**src/nvm_defines.vh**
```
`ifndef NVM_DEFINES_VH
`define NVM_DEFINES_VH

// ==========================================================================
// Register map of the core-side port.
// ==========================================================================
`define NVM_OFS_ADDRESS 2'h0
`define NVM_OFS_DATA    2'h1
`define NVM_OFS_CONTROL 2'h2

// ==========================================================================
// Control register bit positions.
// ==========================================================================
`define NVM_BIT_READ    0
`define NVM_BIT_LAUNCH  1
`define NVM_BIT_WRITE_ENABLE_BIT    2
`define NVM_BIT_ERASE   4
`define NVM_BIT_BUSY    7

// ==========================================================================
// Array geometry, reset and erased values.
// ==========================================================================
`define NVM_ADDR_W      6
`define NVM_DEPTH       64
`define NVM_ROW_MSB     5
`define NVM_ROW_LSB     3
`define NVM_ERASED      8'hff
`define NVM_RESET_BYTE  8'h00

// ==========================================================================
// Timing: clock period and cell programming time, both in nanoseconds.
// ==========================================================================
`define NVM_CLK_PERIOD_NS 50
`define NVM_PROG_TIME_NS  2000
`define NVM_PROG_CYCLES   (`NVM_PROG_TIME_NS / `NVM_CLK_PERIOD_NS)

`endif

```
**src/flash_data_memory_control.v**
```verilog
// Contract
// - Address then read trigger loads data register.
// - Data register holds until read or write.
// - Stall execution during a read cycle.
// - Eight rows of eight bytes; row erase.
// - Erase row comes from address bits 5:3.
// - Erase select drops without next-cycle enable.
// - Write enable drops without next-cycle launch.
// - Stall execution during an erase cycle.
// - Enable and launch accepted only via bit-set.
// - Write order: address, data, enable, launch.
// - Write and erase need the completed unlock.
// - Next instruction runs without an idle slot.
// - Code protection never blocks array access.
// - Array reached only through the three registers.
`timescale 1ns/100ps
`include "nvm_defines.vh"

module flash_data_memory_control (
	// Clock and reset.
	input  wire       clk_in,
	input  wire       reset_n_in,
	// Register port from the core.
	input  wire [1:0] reg_addr_in,
	input  wire [7:0] reg_wdata_in,
	input  wire       reg_write_in,
	input  wire       reg_read_in,
	input  wire       bit_set_instruction_in,
	output reg  [7:0] reg_rdata_out,
	// Execution stall towards the core.
	output reg        stall_out
);

	// ======================================================================
	// Sequencer states.
	// ======================================================================
	localparam [2:0] ST_IDLE  = 3'h0;
	localparam [2:0] ST_READ  = 3'h1;
	localparam [2:0] ST_LOAD  = 3'h2;
	localparam [2:0] ST_ERASE = 3'h3;
	localparam [2:0] ST_WRITE = 3'h4;
	localparam [2:0] ST_WAIT  = 3'h5;
	localparam [2:0] ST_DONE  = 3'h6;

	// Programming time in clocks. It is worked out as a 32-bit number and
	// cut on purpose to the width of the wait counter, which holds it with room.
	localparam [31:0] PROG_CYCLES_FULL = `NVM_PROG_CYCLES;
	localparam [7:0]  PROG_CYCLES      = PROG_CYCLES_FULL[7:0];

	// ======================================================================
	// Registers and their next values.
	// ======================================================================
	reg [5:0] nvm_address_reg;
	reg [5:0] nvm_address_next;
	reg [7:0] nvm_data_reg;
	reg [7:0] nvm_data_next;
	reg       read_trigger_bit_reg;
	reg       read_trigger_bit_next;
	reg       cycle_launch_bit_reg;
	reg       cycle_launch_bit_next;
	reg       write_enable_bit_reg;
	reg       write_enable_bit_next;
	reg       row_erase_select_reg;
	reg       row_erase_select_next;
	// The fresh flags mark that enable or erase select was set by the
	// instruction just before; living one cycle each, they time the unlock.
	reg       write_enable_bit_fresh_reg;
	reg       write_enable_bit_fresh_next;
	reg       erase_fresh_reg;
	reg       erase_fresh_next;
	reg [2:0] state_reg;
	reg [2:0] state_next;
	reg [2:0] byte_cnt_reg;
	reg [2:0] byte_cnt_next;
	reg [7:0] wait_cnt_reg;
	reg [7:0] wait_cnt_next;
	reg [7:0] rdata_next;

	// Array port signals.
	reg       mem_wr_en;
	reg [5:0] mem_wr_addr;
	reg [7:0] mem_wr_data;
	reg       mem_rd_en;
	wire [7:0] mem_rd_data;

	// Decoded control-register access.
	wire       ctrl_write;
	wire [7:0] ctrl_value;
	wire [7:0] rising_bits;
	wire       set_read;
	wire       set_launch;
	wire       set_write_enable_bit;
	wire       idle;

	// Control writes count only while idle; during a cycle the bus cannot
	// disturb the sequence or the selected row.
	assign idle        = (state_reg == ST_IDLE);
	assign ctrl_write  = reg_write_in && (reg_addr_in == `NVM_OFS_CONTROL) && idle;
	assign ctrl_value  = {1'b0, 2'b00, row_erase_select_reg, 1'b0,
		write_enable_bit_reg, cycle_launch_bit_reg, read_trigger_bit_reg};
	assign rising_bits = reg_wdata_in & ~ctrl_value;

	// Trigger, enable and launch are honoured only from a bit-set instruction.
	assign set_read   = ctrl_write && bit_set_instruction_in &&
		rising_bits[`NVM_BIT_READ];
	assign set_write_enable_bit   = ctrl_write && bit_set_instruction_in &&
		rising_bits[`NVM_BIT_WRITE_ENABLE_BIT];
	assign set_launch = ctrl_write && bit_set_instruction_in &&
		rising_bits[`NVM_BIT_LAUNCH];

	// ======================================================================
	// Cell array. Protection settings have no path into it.
	// ======================================================================
	nvm_array u_array (
		.clk_in      (clk_in),
		.wr_en_in    (mem_wr_en),
		.wr_addr_in  (mem_wr_addr),
		.wr_data_in  (mem_wr_data),
		.rd_en_in    (mem_rd_en),
		.rd_addr_in  (nvm_address_reg),
		.rd_data_out (mem_rd_data)
	);

	// ======================================================================
	// Next-state logic of the sequencer and the control bits.
	// ======================================================================
	always @* begin
		nvm_address_next      = nvm_address_reg;
		nvm_data_next         = nvm_data_reg;
		read_trigger_bit_next = read_trigger_bit_reg;
		cycle_launch_bit_next = cycle_launch_bit_reg;
		write_enable_bit_next = write_enable_bit_reg;
		row_erase_select_next = row_erase_select_reg;
		write_enable_bit_fresh_next       = 1'b0;
		erase_fresh_next      = 1'b0;
		state_next            = state_reg;
		byte_cnt_next         = byte_cnt_reg;
		wait_cnt_next         = wait_cnt_reg;
		mem_wr_en             = 1'b0;
		mem_wr_addr           = nvm_address_reg;
		mem_wr_data           = nvm_data_reg;
		mem_rd_en             = 1'b0;
		case (state_reg)
			ST_IDLE: begin
				// Address and data load only while no cycle runs.
				if (reg_write_in && (reg_addr_in == `NVM_OFS_ADDRESS)) begin
					nvm_address_next = reg_wdata_in[5:0];
				end
				if (reg_write_in && (reg_addr_in == `NVM_OFS_DATA)) begin
					nvm_data_next = reg_wdata_in;
				end
				// Enable lapses unless the launch comes in the very next cycle.
				if (write_enable_bit_fresh_reg && !set_launch) begin
					write_enable_bit_next = 1'b0;
				end
				// Erase select lapses unless enable comes in the next cycle.
				if (erase_fresh_reg && !set_write_enable_bit) begin
					row_erase_select_next = 1'b0;
				end
				if (ctrl_write) begin
					// Any instruction may change the erase select bit.
					if (!bit_set_instruction_in || rising_bits[`NVM_BIT_ERASE]) begin
						row_erase_select_next = reg_wdata_in[`NVM_BIT_ERASE];
						erase_fresh_next = reg_wdata_in[`NVM_BIT_ERASE] &&
							!row_erase_select_reg;
					end
					if (!reg_wdata_in[`NVM_BIT_WRITE_ENABLE_BIT]) begin
						write_enable_bit_next = 1'b0;
					end
				end
				// For an erase, enable must follow the select at once.
				// A bit-set that raises select and enable together skips
				// a step of the unlock, so its enable is refused.
				if (set_write_enable_bit && !rising_bits[`NVM_BIT_ERASE] &&
					(!row_erase_select_reg || erase_fresh_reg)) begin
					write_enable_bit_next = 1'b1;
					write_enable_bit_fresh_next = 1'b1;
				end
				if (set_read) begin
					read_trigger_bit_next = 1'b1;
					mem_rd_en = 1'b1;
					state_next = ST_READ;
				end else if (set_launch && write_enable_bit_fresh_reg && write_enable_bit_reg) begin
					// Launch accepted only straight after an accepted enable.
					cycle_launch_bit_next = 1'b1;
					byte_cnt_next = 3'h0;
					if (row_erase_select_reg) begin
						state_next = ST_ERASE;
					end else begin
						state_next = ST_WRITE;
					end
				end
			end
			ST_READ: begin
				// Array data is registered; it appears now and is taken into
				// the data register at the edge that ends ST_LOAD, so the core waits two
				// cycles in all for a read.
				state_next = ST_LOAD;
			end
			ST_LOAD: begin
				nvm_data_next = mem_rd_data;
				read_trigger_bit_next = 1'b0;
				state_next = ST_IDLE;
			end
			ST_ERASE: begin
				// Clear all eight bytes of the row picked by address bits 5:3.
				// One byte per clock keeps the array to a single write port.
				mem_wr_en = 1'b1;
				mem_wr_addr = {nvm_address_reg[`NVM_ROW_MSB:`NVM_ROW_LSB],
					byte_cnt_reg};
				mem_wr_data = `NVM_ERASED;
				byte_cnt_next = byte_cnt_reg + 3'h1;
				if (byte_cnt_reg == 3'h7) begin
					wait_cnt_next = PROG_CYCLES;
					state_next = ST_WAIT;
				end
			end
			ST_WRITE: begin
				// Exactly one byte is programmed.
				mem_wr_en = 1'b1;
				wait_cnt_next = PROG_CYCLES;
				state_next = ST_WAIT;
			end
			ST_WAIT: begin
				// Cell programming time, counted in clocks.
				// Bus writes are ignored meanwhile, so the cells are not disturbed.
				wait_cnt_next = wait_cnt_reg - 8'h01;
				if (wait_cnt_reg == 8'h01) begin
					state_next = ST_DONE;
				end
			end
			ST_DONE: begin
				// Launch, enable and erase select drop as the cycle ends.
				// The core may start a new operation in the very next cycle.
				cycle_launch_bit_next = 1'b0;
				write_enable_bit_next = 1'b0;
				row_erase_select_next = 1'b0;
				state_next = ST_IDLE;
			end
			default: begin
				state_next = ST_IDLE;
			end
		endcase
	end

	// ======================================================================
	// Read data multiplexer; unused offset and spare bits read as zero, control bit 7 reads busy.
	// Reads are answered during a stall as well; only writes are held off.
	// ======================================================================
	always @* begin
		rdata_next = 8'h00;
		if (reg_read_in) begin
			case (reg_addr_in)
				`NVM_OFS_ADDRESS: rdata_next = {2'b00, nvm_address_reg};
				`NVM_OFS_DATA:    rdata_next = nvm_data_reg;
				`NVM_OFS_CONTROL: rdata_next = ctrl_value | {!idle, 7'h00};
				default:          rdata_next = 8'h00;
			endcase
		end
	end

	// ======================================================================
	// State registers.
	// Every flip-flop of the block outside the cell array sits here, so reset reaches them all at once.
	// ======================================================================
	always @(posedge clk_in or negedge reset_n_in) begin
		if (!reset_n_in) begin
			nvm_address_reg      <= 6'h00;
			nvm_data_reg         <= `NVM_RESET_BYTE;
			read_trigger_bit_reg <= 1'b0;
			cycle_launch_bit_reg <= 1'b0;
			write_enable_bit_reg <= 1'b0;
			row_erase_select_reg <= 1'b0;
			write_enable_bit_fresh_reg       <= 1'b0;
			erase_fresh_reg      <= 1'b0;
			state_reg            <= ST_IDLE;
			byte_cnt_reg         <= 3'h0;
			wait_cnt_reg         <= 8'h00;
			reg_rdata_out        <= 8'h00;
			stall_out            <= 1'b0;
		end else begin
			nvm_address_reg      <= nvm_address_next;
			nvm_data_reg         <= nvm_data_next;
			read_trigger_bit_reg <= read_trigger_bit_next;
			cycle_launch_bit_reg <= cycle_launch_bit_next;
			write_enable_bit_reg <= write_enable_bit_next;
			row_erase_select_reg <= row_erase_select_next;
			write_enable_bit_fresh_reg       <= write_enable_bit_fresh_next;
			erase_fresh_reg      <= erase_fresh_next;
			state_reg            <= state_next;
			byte_cnt_reg         <= byte_cnt_next;
			wait_cnt_reg         <= wait_cnt_next;
			reg_rdata_out        <= rdata_next;
			// Stall is high for every cycle the sequencer is away from idle.
			// It follows the next state, so the core halts in the cycle after
			// the trigger and resumes with the following instruction.
			stall_out            <= (state_next != ST_IDLE);
		end
	end

endmodule // flash_data_memory_control

```
**src/nvm_array.v**
```verilog
`timescale 1ns/100ps

// ==========================================================================
// Flash cell array: one write port, one read port with registered data.
// ==========================================================================
module nvm_array (
	// Clock.
	input  wire                   clk_in,
	// Write port.
	input  wire                   wr_en_in,
	input  wire [5:0]             wr_addr_in,
	input  wire [7:0]             wr_data_in,
	// Read port.
	input  wire                   rd_en_in,
	input  wire [5:0]             rd_addr_in,
	output reg  [7:0]             rd_data_out
);

	reg [7:0] cell_mem [0:63];

	// Cells are written and read on the rising edge; read data is registered.
	always @(posedge clk_in) begin
		if (wr_en_in) begin
			cell_mem[wr_addr_in] <= wr_data_in;
		end
		if (rd_en_in) begin
			rd_data_out <= cell_mem[rd_addr_in];
		end
	end

endmodule // nvm_array

```
**config.mk**
```make
export PLATFORM = sky130hd
export DESIGN_NAME = flash_data_memory_control
export DESIGN_NICKNAME = d
export VERILOG_FILES = /design/src/flash_data_memory_control.v /design/src/nvm_array.v
export VERILOG_INCLUDE_DIRS = /design/src
export SDC_FILE = /design/constraint.sdc
export NUM_CORES = 1
export LEC_CHECK = 0
export ABC_AREA = 1
export BUFFER_PORTS_ARGS = -buffer_cell sky130_fd_sc_hd__buf_4
export CORE_MARGIN = 2
export CORE_UTILIZATION = 23
export CTS_CLUSTER_DIAMETER = 120
export CTS_CLUSTER_SIZE = 12
export DETAILED_ROUTE_END_ITERATION = 10
export PLACE_DENSITY = 0.44
export SETUP_SLACK_MARGIN = 0.3
export SKIP_CTS_REPAIR_TIMING = 1
export SYNTH_ARGS = -nofsm -noshare
export SYNTH_HDL_FRONTEND = slang
export SYNTH_SLANG_ARGS = --single-unit
```
**constraint.sdc**
```tcl
create_clock -name clk_in -period 2.4 [get_ports clk_in]
set_clock_uncertainty 0.05 [all_clocks]
set_input_delay 0.48 -clock clk_in [delete_from_list [all_inputs] [get_ports clk_in]]
set_output_delay 0.48 -clock clk_in [all_outputs]
set_load 0.1 [all_outputs]
```
* Word-level counts from Yosys, hierarchy flattened
Memories as Yosys holds them, arrays and structs flattened. A register that Yosys moved wholly into a read port is not among the register bits. Index checks and enable logic that the tools add are counted.
Storage, ports and cells: register bits after elaboration 43, bits in writable memories 512, output and inout port bits 9, memories kept 1
Operators by class: add/subtract/negate cells 2, equality and inequality tests 15, muxes and demuxes 41, bitwise operators 3, reduce and logical (&&, ||, !) cells 37
Memory list:
- u_array.cell_mem | words 64, width 8, rd ports 1, clocked after memory_dff 1, wr ports 1, line nvm_array.v:19 | reg [7:0] cell_mem [0:63];
Operators by type and width (number):
- $pmux 8 s3 | 2
- $mux 8 | 4
- $mux 3 | 8
- $mux 1 | 20
- $pmux 8 s2 | 1
- $logic_and 1x1->1 | 15
- $pmux 3 s5 | 1
- $eq 3x3->1 const B | 4
- $eq 8x1->1 const B | 1
- $or 5x8->8 | 1
- $pmux 1 s2 | 4
- $reduce_and 2->1 | 4
- $sub 8x1->8 const B | 1
- $eq 3x2->1 const B | 2
- $logic_not 1->1 | 6
- $ne 2x2->1 const B | 3
- $pmux 3 s2 | 1
- $reduce_and 3->1 | 2
- $reduce_bool 2->1 | 3
- $reduce_bool 3->1 | 2
- $and 5x5->5 | 1
- $not 5->5 | 1
- $ne 2x1->1 const B | 2
- $add 3x1->3 const B | 1
- 7 further kinds | 8

* Depth between registers and ports, before layout
Gate-level depths: netlist (run 1).
depth in word-level cells 12, gate-level depth with buffers 12, gate-level depth less buffers 10

* Hierarchy
Synthesis (run 1) repeated with hierarchy kept, for this count alone.
Unflattened totals: cells, all modules 2093, area, all modules 23827.9 sq um
By module, submodules not included:
- nvm_array | times used 1, cells an instance 1805, area each 21419.3 sq um, seq. area each 15615.0 sq um
- flash_data_memory_control | times used 1, cells an instance 288, area each 2408.6 sq um, seq. area each 1076.0 sq um

* Worst setup path before layout (run 1)
Ideal clock, no wire load.
kind register -> register, start point register state_reg[2], end point memory u_array.cell_mem[2][0], enable pin, setup time 0.370 ns, arrival time 1.700 ns, setup slack 0.280 ns, stages on the path, launching flop included 11, cell sequence dfrtp_1 inv_2 nand2_4 nor2_8 inv_4 buf_6 nand2_1 o21ai_2 nor2_1 nand2_2 nor2_1
On the way: cells in the longest elaborated chain, start to end 5, elaborated cells between the ends (all ways) 7, those cells by class 2 x eq/ne; 4 x mux; 1 x reduce/logical
Ends and longest elaborated chain:
- from (decl) | line flash_data_memory_control.v:71 | reg [2:0] state_reg;
- from (signal assigned) | line flash_data_memory_control.v:290 | state_reg <= state_next;
- $eq 3x2->1 or $eq 3x3->1 (tied branches) | line flash_data_memory_control.v:143 | case (state_reg)
- $reduce_or 2->1 (no line)
- $mux 1 | line flash_data_memory_control.v:143
- $mux 1 | line nvm_array.v:23 | if (wr_en_in) begin
- $mux 1 (not written as such) | line nvm_array.v:24 | cell_mem[wr_addr_in] <= wr_data_in;
- to (decl) | line nvm_array.v:19
Several ways; a longest one is shown, not always the timed one.

==> results.sh, run 1 <==
export IMPL_synth_top_family_by_area="simple AND/OR/NAND/NOR gates"
export IMPL_crit_chain="buf_4 > buf_4 > buf_6 > o21ai_0 > o211ai_1 > nand3_1 > nand2_1 > nand2_1 > nand3_1"
export IMPL_crit_path_end_kind="register"
export IMPL_cts_tree="built"
export IMPL_ff2ff_path_depth=9
export IMPL_cp_required_ns=2.82
export IMPL_gr_usage_all_layers_pct=13.3
export IMPL_port_buffers=23
export IMPL_dp_hpwl_um=42000
export IMPL_antenna_left=0
export IMPL_crit_cells=9
export IMPL_grt_pass1_vias=15800
export IMPL_cts_root_buf="clkbuf_16"
export IMPL_worst_slew_pin_slew_ns=0.794
export IMPL_largest_register="u_array.cell_mem"
export IMPL_drcViolationCount=0
export IMPL_hold_viol=0
export IMPL_fin_crit_ns=2.18
export IMPL_routed_wl_um=72700
export IMPL_synth_cells=1959
export IMPL_synth_nets=1978
export IMPL_status="finished, final reports clean"
export IMPL_die_area_mm2=0.103
export IMPL_yosys_area_share_simple_pct=14.5
export IMPL_rsz0062_at_grt="true"
export IMPL_coreArea_mm2=0.0997
export IMPL_drt_initial_drc_count=1338
export IMPL_vias=15800
export IMPL_synth_area_mm2=0.0231
export IMPL_hold_path_class="input port to register"
export IMPL_crit_family="buffers and inverters"
export IMPL_synthDistinctLibCells=35
export IMPL_firstDrtPassIters=5
export IMPL_timing_final_crit_share_pct=91.0
export IMPL_cts_sinks=563
export IMPL_synthXorXnorAreaFrac_pct=0.0759
export IMPL_clkTransAtPathRegs_ns=0.07
export IMPL_max_freq_mhz=458
export IMPL_fin_nets=2127
export IMPL_floorplan_die_height_um=321
export IMPL_drv_slew=0
export IMPL_ys_seq_area_share_pct=72.3
export IMPL_synthMuxAreaShare_pct=0
export IMPL_crit_fanout=19
export IMPL_cts_buffers_inserted=52
export IMPL_hold_depth=2
export IMPL_area_growth_pct=22.0
export IMPL_grt_pass1_wl_um=103000
export IMPL_synth_seq_cells=563
export IMPL_p_leak_nw=9.55
export IMPL_antenna_found_initial=0
export IMPL_start_kind="register"
export IMPL_relSlewSlack_pct=47.1
export IMPL_h_tree_depth=2
export IMPL_yosys_area_share_adder_pct=0.217
export IMPL_cpMaxStageDelayCell="dfrtp_4"
export IMPL_via_per_inst=4.58
export IMPL_synth_warnings=0
export IMPL_rows=116
export IMPL_largest_reg_flops=512
export IMPL_critPathBufInv=3
export IMPL_whs_ns=0.0356
export IMPL_gp_congestion=0.820
export IMPL_nFillCells=10200
export IMPL_synth_compound_area_share_pct=9.62
export IMPL_worst_ep_arrival_time_ns=2.60
export IMPL_drt_wirelength_per_cell_um=21.1
export IMPL_drive_gt1_share_pct=17.0
export IMPL_final_util_pct=28.2
export IMPL_ir_drop_mv=0.512
export IMPL_p_per_area_mw_per_mm2=779
export IMPL_pin_count=24
export IMPL_clk_insertion_delay_late_ns=0.60
export IMPL_setup_viol=0
export IMPL_cap_violations=0
export IMPL_die_w_um=321
export IMPL_cp_slowest_stage_delay_ns=0.45
export IMPL_start_util_pct=23.1
export IMPL_diodes=0
export IMPL_avgSynthCellArea_um2=11.8
export IMPL_clock_path_buffers=3
export IMPL_crit_type="register to register"
export IMPL_grt_overflow=0
export IMPL_grt_max_degree=84
## worst register-to-register path, cell delays in order (launching register included)
cell	delay [ns]
dfrtp_4	0.45
buf_4	0.15
buf_4	0.16
buf_6	0.24
o21ai_0	0.13
o211ai_1	0.41
nand3_1	0.21
nand2_1	0.10
nand2_1	0.05
nand3_1	0.09
## through the flow
| step | total power [mW] | std cells | TNS [ns] | setup WS (ns) | instance area, µm² |
|---|---|---|---|---|---|
| finish | 21.9 | 3438 | 0 | 0.216 | 28100 |
| global route | 22.7 | 3438 | 0 | 0.170 | 28100 |
| CTS | 21.8 | 3411 | -0.0515 | -0.0515 | 27300 |
| detailed placement | 14.1 | 3325 | -0.0464 | -0.0464 | 25800 |
| global placement | 14.2 | 3325 | -0.0336 | -0.0336 | 25800 |
| floorplan | 12.8 | 1959 | 0 | 0.280 | 23100 |
## final cells by class
class	instances	area, µm²	area share, %
Sequential cell	563	16700	59.3
Multi-Input combinational cell	1225	5990	21.3
Timing Repair Buffer	199	2100	7.46
Tap cell	1298	1620	5.77
Clock buffer	84	1420	5.05
Inverter	65	272	0.965
Clock inverter	2	25.0	0.0889
Timing Repair inverter	2	17.5	0.0622
## path summary, 6_finish.rpt
path,start,to,slack [ns]
min in group asynchronous,reset_n_in,reg_rdata_out[4]$_DFF_PN0_,0.38
max in group asynchronous,reset_n_in,nvm_address_reg[1]$_DFFE_PN0P_,1.43
worst max-delay path,nvm_address_reg[0]$_DFFE_PN0P_,u_array.rd_data_out[3]$_DFFE_PP_,0.22
worst min-delay path,reg_addr_in[1],reg_rdata_out[6]$_DFF_PN0_,0.04
worst min register to register,wait_cnt_reg[2]$_DFFE_PN0P_,wait_cnt_reg[2]$_DFFE_PN0P_,0.45
worst max register to register,nvm_address_reg[0]$_DFFE_PN0P_,u_array.rd_data_out[3]$_DFFE_PP_,0.22
## cells by family after synthesis
group | after synthesis
AND/OR/NAND/NOR | 829
adder cells (fa/ha/maj) | 4
XOR/XNOR | 2
buffers and inverters | 171
flip-flops | 563
AO/OA/AOI/OAI | 390
## power breakdown
part	internal, mW	total (mW)	switching (mW)
combinational	0.999	3.32	2.32
sequential	11.0	11.0	0.0359
clock	4.02	7.62	3.60
total	16.0	21.9	5.96
## synth_stat cells (all sizes together)
library cell  number  area (µm²)
a21oi             18         101
a31oi              5        31.3
and3               1        6.26
buf               57         314
clkbuf            49         184
dfrtp             43        1080
edfxtp           520       15600
ha                 4        50.1
inv               65         246
nand2            162         638
nand3            120         601
nand3b             1        7.51
nand4              5        31.3
nor2             533        2030
nor3               2        10.0
nor4               1        6.26
o211ai            91         683
o21ai            269        1350
o21bai             1        7.51
o221ai             2        17.5
o22ai              4        25.0
or2                4        25.0
xor2               2        17.5
## placed cells by master, fill, tap and decap left out, types with 5 or more instances in the layout
| cell | instances |
|---|---|
| inv_2 | 7 |
| o21ai_1 | 32 |
| clkbuf_16 | 59 |
| buf_12 | 21 |
| nor2_1 | 494 |
| edfxtp_1 | 520 |
| nand3_2 | 17 |
| dfrtp_1 | 39 |
| nand4_1 | 5 |
| o21ai_0 | 232 |
| a21oi_1 | 17 |
| nor2_2 | 25 |
| nand2_1 | 133 |
| nand2_4 | 6 |
| a31oi_1 | 5 |
| nand3_1 | 103 |
| o211ai_1 | 91 |
| buf_6 | 20 |
| clkbuf_1 | 32 |
| buf_4 | 141 |
| buf_16 | 6 |
| nor2_4 | 13 |
| inv_1 | 54 |
| nand2_2 | 22 |
## routing by layer
layer | up-vias | track usage [%] | share of wire [%]
met5 | - | 0 | 0
met1 | 7979 | 17.8 | 45
met3 | 101 | 2.12 | 5.2
met4 | 0 | 4.17 | 2.3
li1 | 7245 | - | -
met2 | 427 | 22.1 | 48
Note: power is estimated with default switching activity, not from simulation.
==> run 2: changes to the inputs <==
--- a/config.mk
+++ b/config.mk
@@ -13,6 +13,7 @@
 export CTS_CLUSTER_DIAMETER = 120
 export CTS_CLUSTER_SIZE = 12
 export DETAILED_ROUTE_END_ITERATION = 10
+export GPL_ROUTABILITY_DRIVEN = 0
 export PLACE_DENSITY = 0.44
 export SETUP_SLACK_MARGIN = 0.3
 export SKIP_CTS_REPAIR_TIMING = 1
==> constraint.sdc (replaced) <==
create_clock -name clk_in -period 2.82 [get_ports clk_in]
set_clock_uncertainty 0.05 [all_clocks]
set_input_delay 0.564 -clock clk_in [delete_from_list [all_inputs] [get_ports clk_in]]
set_output_delay 0.564 -clock clk_in [all_outputs]
set_load 0.1 [all_outputs]
==> run 2 against run 1 <==
  * Clock-buffer cell count is 11 lower
  * Combinational power shrank 27%
  * Global-route usage shrank 0.25 points
  * Via count fell by 2.0%
  * Largest cell class unchanged
  * Critical endpoint is now u_array.cell_mem[20][6]$_DFFE_PP_
  * Highest routed layer unchanged
  * Clock power is 16% lower
  * Sequential share of layout area rose by 2.6 points
  * Worst hold slack improved by 0.089 ns
  * Setup slack improved by 0.18 ns
  * First-iteration DRC count is 7.8% higher
  * Critical path depth rose by 1
==> results.sh, run 2 (synthesized netlist as in run 1, its figures left out) <==
export IMPL_relSlewSlack_pct=56.1
export IMPL_worst_slew_pin_slew_ns=0.656
export IMPL_finalInstanceArea_mm2=0.0270
export IMPL_crit_fanout=14
export IMPL_grt_max_degree=86
export IMPL_die_w_um=321
export IMPL_finalSetupTns_ns=0
export IMPL_h_tree_depth=2
export IMPL_via_per_inst=4.58
export IMPL_clk_insertion_delay_late_ns=0.61
export IMPL_drive_gt1_share_pct=11.7
export IMPL_hold_path_class="input port to register"
export IMPL_area_growth_pct=16.8
export IMPL_cp_required_ns=3.10
export IMPL_hold_viol=0
export IMPL_ff2ff_path_depth=10
export IMPL_start_kind="register"
export IMPL_die_area_mm2=0.103
export IMPL_drv_slew=0
export IMPL_port_buffers=23
export IMPL_crit_type="register to register"
export IMPL_drt_wirelength_per_cell_um=20.3
export IMPL_max_freq_mhz=412
export IMPL_final_cell_mix="526 x nor2_1, 520 x edfxtp_1, 260 x o21ai_0"
export IMPL_crit_path_end_kind="register"
export IMPL_timing_final_crit_share_pct=86.0
export IMPL_clkTransAtPathRegs_ns=0.06
export IMPL_pin_count=24
export IMPL_cts_buffers_inserted=52
export IMPL_gr_usage_all_layers_pct=13.1
export IMPL_fin_nets=2071
export IMPL_cts_root_buf="clkbuf_16"
export IMPL_fin_crit_ns=2.43
export IMPL_antenna_left=0
export IMPL_cts_tree="built"
export IMPL_hold_depth=2
export IMPL_diodes=0
export IMPL_antenna_found_initial=1
export IMPL_final_common_cell="nor2_1"
export IMPL_rsz0062_at_grt="true"
export IMPL_p_total_mw=18.2
export IMPL_dp_hpwl_um=41700
export IMPL_grt_pass1_wl_um=101000
export IMPL_drcViolationCount=0
export IMPL_worst_ep_arrival_time_ns=2.70
export IMPL_routed_wl_um=68300
export IMPL_largest_reg_flops=512
export IMPL_finalWorstSetupSlack_ns=0.394
export IMPL_setup_viol=0
export IMPL_clock_path_buffers=3
export IMPL_status="finished, final reports clean"
export IMPL_floorplan_die_height_um=321
export IMPL_vias=15400
export IMPL_cap_violations=0
export IMPL_drt_initial_drc_count=1442
export IMPL_coreArea_mm2=0.0997
export IMPL_cts_sinks=563
export IMPL_nFillCells=10300
export IMPL_p_per_area_mw_per_mm2=675
export IMPL_grt_overflow=0
export IMPL_firstDrtPassIters=5
export IMPL_whs_ns=0.125
export IMPL_start_util_pct=23.1
export IMPL_p_leak_nw=9.08
export IMPL_postPlaceCellArea_mm2=0.0255
export IMPL_largest_register="u_array.cell_mem"
export IMPL_place_worst_setup_slack_ns=0.324
export IMPL_rows=116
export IMPL_ir_drop_mv=0.468
export IMPL_grt_pass1_vias=15700
[run 2: cell count changes in the layout (fill, tap and decap cells not counted), moves of 12 or more]
cell	change
nor2_1	+32
nand2_1	+15
nand3_2	-17
buf_6	-20
buf_4	-13
o21ai_1	-26
nand3_1	+17
nor2_4	-13
o21ai_0	+28
nor2_2	-19
clkbuf_1	-12
[run 2: metal layers]
| layer | share of wire (%) | vias to the layer above | GRT usage, % |
|---|---|---|---|
| met1 | 45 | 7779 | 17.9 |
| met2 | 47 | 432 | 21.7 |
| met4 | 2.6 | 0 | 3.72 |
| met5 | 0 | - | 0 |
| li1 | - | 7123 | - |
| met3 | 5.1 | 104 | 1.50 |
[run 2: cell type report]
type                            count  area, µm²  share of cell area, %
Clock buffer                       73       1400                   5.20
Clock inverter                      2       17.5                 0.0650
Inverter                           65        251                  0.933
Multi-Input combinational cell   1225       5670                   21.0
Sequential cell                   563      16700                   61.9
Tap cell                         1298       1620                   6.02
Timing Repair Buffer              145       1300                   4.82
[run 2: worst max-delay path, cell delays in order (launching register included)]
cell and delay (ns):
dfrtp_1 0.44, inv_2 0.11, nand2_4 0.07, nor2_8 0.15, inv_4 0.12, nor2_1 0.19
a21oi_4 0.10, inv_2 0.14, nand2_2 0.29, nor2_1 0.27, buf_4 0.20
[run 2: power breakdown]
group / internal (mW) / switching, mW
clock network: 3.41 / 2.99
logic: 0.638 / 1.79
registers: 9.33 / 0.0413
total: 13.4 / 4.83
[run 2: path summary, 6_finish.rpt]
check,start,to,slack (ns)
setup / recovery,state_reg[2]$_DFF_PN0_,u_array.cell_mem[20][6]$_DFFE_PP_,0.39
hold / removal,reg_addr_in[1],reg_rdata_out[6]$_DFF_PN0_,0.12
setup reg to reg,state_reg[2]$_DFF_PN0_,u_array.cell_mem[20][6]$_DFFE_PP_,0.39
hold reg to reg,wait_cnt_reg[2]$_DFFE_PN0P_,wait_cnt_reg[2]$_DFFE_PN0P_,0.45
max in group asynchronous,reset_n_in,nvm_address_reg[0]$_DFFE_PN0P_,1.82
min in group asynchronous,reset_n_in,wait_cnt_reg[1]$_DFFE_PN0P_,0.45
[run 2: stage by stage]
step | cells | utilization (%)
4_1_cts | 3369 | 27.0
6_report | 3371 | 27.0
2_1_floorplan | 1959 | -
3_3_place_gp | 3294 | 25.6
3_5_place_dp | 3294 | 25.6
5_1_grt | 3371 | 27.0
==> run 3: changes to the inputs <==
--- a/config.mk
+++ b/config.mk
@@ -19,4 +19,5 @@
 export SKIP_CTS_REPAIR_TIMING = 1
 export SYNTH_ARGS = -nofsm -noshare
 export SYNTH_HDL_FRONTEND = slang
+export SYNTH_HIERARCHICAL = 1
 export SYNTH_SLANG_ARGS = --single-unit
==> constraint.sdc (replaced) <==
create_clock -name clk_in -period 3.1 [get_ports clk_in]
set_clock_uncertainty 0.05 [all_clocks]
set_input_delay 0.62 -clock clk_in [delete_from_list [all_inputs] [get_ports clk_in]]
set_output_delay 0.62 -clock clk_in [all_outputs]
set_load 0.1 [all_outputs]
==> run 3 against run 2 <==
  * Core utilization is 0.44 points lower
  * Non-clock buffer count is 7 lower
  * Highest routed layer unchanged
  * Sequential power is 8.9% lower
  * Combinational power is 6% lower
==> results.sh, run 3 <==
export IMPL_p_per_area_mw_per_mm2=606
export IMPL_relSlewSlack_pct=38.1
export IMPL_crit_top_cell="buf_4"
export IMPL_floorplan_die_height_um=326
export IMPL_synth_nets=2112
export IMPL_cap_violations=0
export IMPL_cts_buffers_inserted=52
export IMPL_clk_insertion_delay_late_ns=0.62
export IMPL_gr_usage_all_layers_pct=12.3
export IMPL_vias=15600
export IMPL_timing_final_crit_share_pct=85.8
export IMPL_nFillCells=10700
export IMPL_cpMaxStageDelayCell="dfrtp_1"
export IMPL_drt_wirelength_per_cell_um=18.6
export IMPL_final_common_cell="nand2_1"
export IMPL_worstSetupEndpoint="u_array/cell_mem[17][7]$_DFFE_PP_"
export IMPL_synth_area_mm2=0.0238
export IMPL_worst_slew_pin_slew_ns=0.929
export IMPL_synthDistinctLibCells=43
export IMPL_dp_hpwl_um=41100
export IMPL_hold_viol=0
export IMPL_rsz0062_at_grt="true"
export IMPL_cp_required_ns=3.36
export IMPL_drt_initial_drc_count=1257
export IMPL_antenna_left=0
export IMPL_final_cell_mix="714 x nand2_1, 520 x edfxtp_1, 450 x nand3_1"
export IMPL_yosys_area_top_type="edfxtp_1"
export IMPL_rows=118
export IMPL_crit_path_end_kind="register"
export IMPL_fin_nets=2187
export IMPL_crit_family="buffers and inverters"
export IMPL_ys_flop_type="edfxtp_1"
export IMPL_fin_crit_ns=2.66
export IMPL_clock_path_buffers=3
export IMPL_synth_warnings=6
export IMPL_antenna_found_initial=1
export IMPL_worst_ep_arrival_time_ns=2.92
export IMPL_synth_edf_count=520
export IMPL_cp_slowest_stage_delay_ns=0.47
export IMPL_worstReg2RegEnd="u_array/cell_mem[17][7]$_DFFE_PP_"
export IMPL_die_w_um=326
export IMPL_synth_async_sr_flop_share_pct=7.64
export IMPL_rrSetupSlack_ns=0.44
export IMPL_status="finished, final reports clean"
export IMPL_drcViolationCount=0
export IMPL_port_buffers=23
export IMPL_crit_fanout=9
export IMPL_start_kind="register"
export IMPL_ir_drop_mv=0.385
export IMPL_h_tree_depth=2
export IMPL_cts_root_buf="clkbuf_16"
export IMPL_drive_gt1_share_pct=12.1
export IMPL_grt_pass1_wl_um=99800
export IMPL_avgSynthCellArea_um2=11.4
export IMPL_reg2reg_from="state_reg[2]$_DFF_PN0_"
export IMPL_crit_chain="inv_2 > nand2_4 > nor2_8 > inv_2 > nand2_1 > o21ai_0 > buf_4 > inv_1 > nand4_1 > buf_4 > nor2_1 > buf_4"
export IMPL_yosysMostFrequentCell="nand2_1"
export IMPL_start_util_pct=23.1
export IMPL_routed_wl_um=66400
export IMPL_coreArea_mm2=0.103
export IMPL_critPathBufInv=6
export IMPL_drv_slew=0
export IMPL_diodes=0
export IMPL_crit_type="register to register"
export IMPL_critPathLaunch="state_reg[2]$_DFF_PN0_"
export IMPL_pin_count=24
export IMPL_cts_sinks=563
export IMPL_grt_pass1_vias=15700
export IMPL_synth_cells=2093
export IMPL_cts_tree="built"
export IMPL_synth_top_cells_by_count="721 x nand2_1, 520 x edfxtp_1, 450 x nand3_1, 73 x nor2_1, 53 x inv_1"
export IMPL_grt_max_degree=155
export IMPL_ys_seq_area_share_pct=70.0
export IMPL_firstDrtPassIters=6
export IMPL_largest_reg_flops=512
export IMPL_synth_area_top_cells="edfxtp_1 66%, nand2_1 11%, nand3_1 9.5%, dfrtp_1 4.5%, buf_6 1.7%"
export IMPL_hold_path_class="input port to register"
export IMPL_crit_cells=12
export IMPL_via_per_inst=4.38
export IMPL_grt_overflow=0
export IMPL_synth_seq_cells=563
export IMPL_max_freq_mhz=376
export IMPL_clkTransAtPathRegs_ns=0.07
export IMPL_setup_viol=0
export IMPL_die_area_mm2=0.106
export IMPL_place_inst=3490
export IMPL_synth_top_area_share_pct=65.5
export IMPL_finalSetupTns_ns=0
export IMPL_stdcell_count=3571
export IMPL_ff2ff_path_depth=12
export IMPL_p_leak_nw=9.95
export IMPL_area_growth_pct=15.2
export IMPL_largest_register="u_array/cell_mem"
==> run 3: cell types whose count changed after synthesis, sizes merged, moves of 2 or more <==
cell    delta
nand2    +566
nor2     -450
nand3    +334
o21ai    -243
o211ai    -83
buf       +45
clkbuf    -34
a21oi      -9
nand4      +9
nor4       +8
a31oi      -3
or2        -3
inv        -2
o221ai     -2
==> run 3: where the power goes <==
| part | leakage, nW | switching [mW] | internal (mW) |
|---|---|---|---|
| clock | 0.688 | 2.70 | 3.11 |
| sequential | 5.21 | 0.0526 | 8.49 |
| combinational | 4.05 | 1.71 | 0.574 |
| total | 9.95 | 4.46 | 12.2 |
==> run 3: cell type report <==
type / instances / area (µm²) / area share [%]
Sequential cell: 563 / 16700 / 60.8
Tap cell: 1380 / 1730 / 6.29
Clock inverter: 2 / 17.5 / 0.0638
Inverter: 64 / 249 / 0.907
Multi-Input combinational cell: 1349 / 6120 / 22.3
Timing Repair Buffer: 138 / 1230 / 4.47
Clock buffer: 75 / 1410 / 5.13
==> run 3: how the worst min path moves through the flow <==
stage                                        endpoint  depth (start not counted)                        start  slack [ns]
after global routing       reg_rdata_out[2]$_DFF_PN0_                          3                  reg_read_in        0.19
after CTS                 wait_cnt_reg[5]$_DFFE_PN0P_                          1                   reset_n_in       -0.06
after detailed placement  wait_cnt_reg[2]$_DFFE_PN0P_                          1  wait_cnt_reg[2]$_DFFE_PN0P_        0.44
after floorplan           byte_cnt_reg[0]$_DFFE_PN0P_                          0                   reset_n_in        0.27
after global placement    wait_cnt_reg[5]$_DFFE_PN0P_                          2  wait_cnt_reg[5]$_DFFE_PN0P_        0.43
final                      reg_rdata_out[2]$_DFF_PN0_                          3                  reg_read_in        0.18
==> run 3: metrics by stage <==
stage | cell area (µm²) | hold WS (ns) | utilization [%] | power, mW | worst slack (ns)
after floorplan | 23800 | 0.274 | - | 10.1 | 0.154
after global placement | 25900 | 0.432 | 25.1 | 11.0 | 0.347
after detailed placement | 25900 | 0.439 | 25.1 | 11.0 | 0.259
after CTS | 27400 | -0.0610 | 26.5 | 16.8 | 0.230
after global routing | 27500 | 0.192 | 26.6 | 17.3 | 0.277
final | 27500 | 0.182 | 26.6 | 16.6 | 0.440
==> run 3: logic make-up after synthesis <==
| family | synth area share (%) |
|---|---|
| mux | 0.0473 |
| fa+ha+maj | 0.210 |
| simple gates | 23.7 |
| xor+xnor | 0.0735 |
| buf+inv | 4.56 |
| flops | 70.0 |
| compound gates | 1.35 |
==> run 3: tightest hold or removal path, cell delays in order <==
cell and delay (ns):
buf_4 0.10, nand2_1 0.05, inv_1 0.04
==> run 3: per-layer routing <==
metal	GRT usage, %	wire length [µm]
met5	0	0
met1	17.1	30900
met3	1.55	2730
met2	20.4	31500
met4	3.21	1230
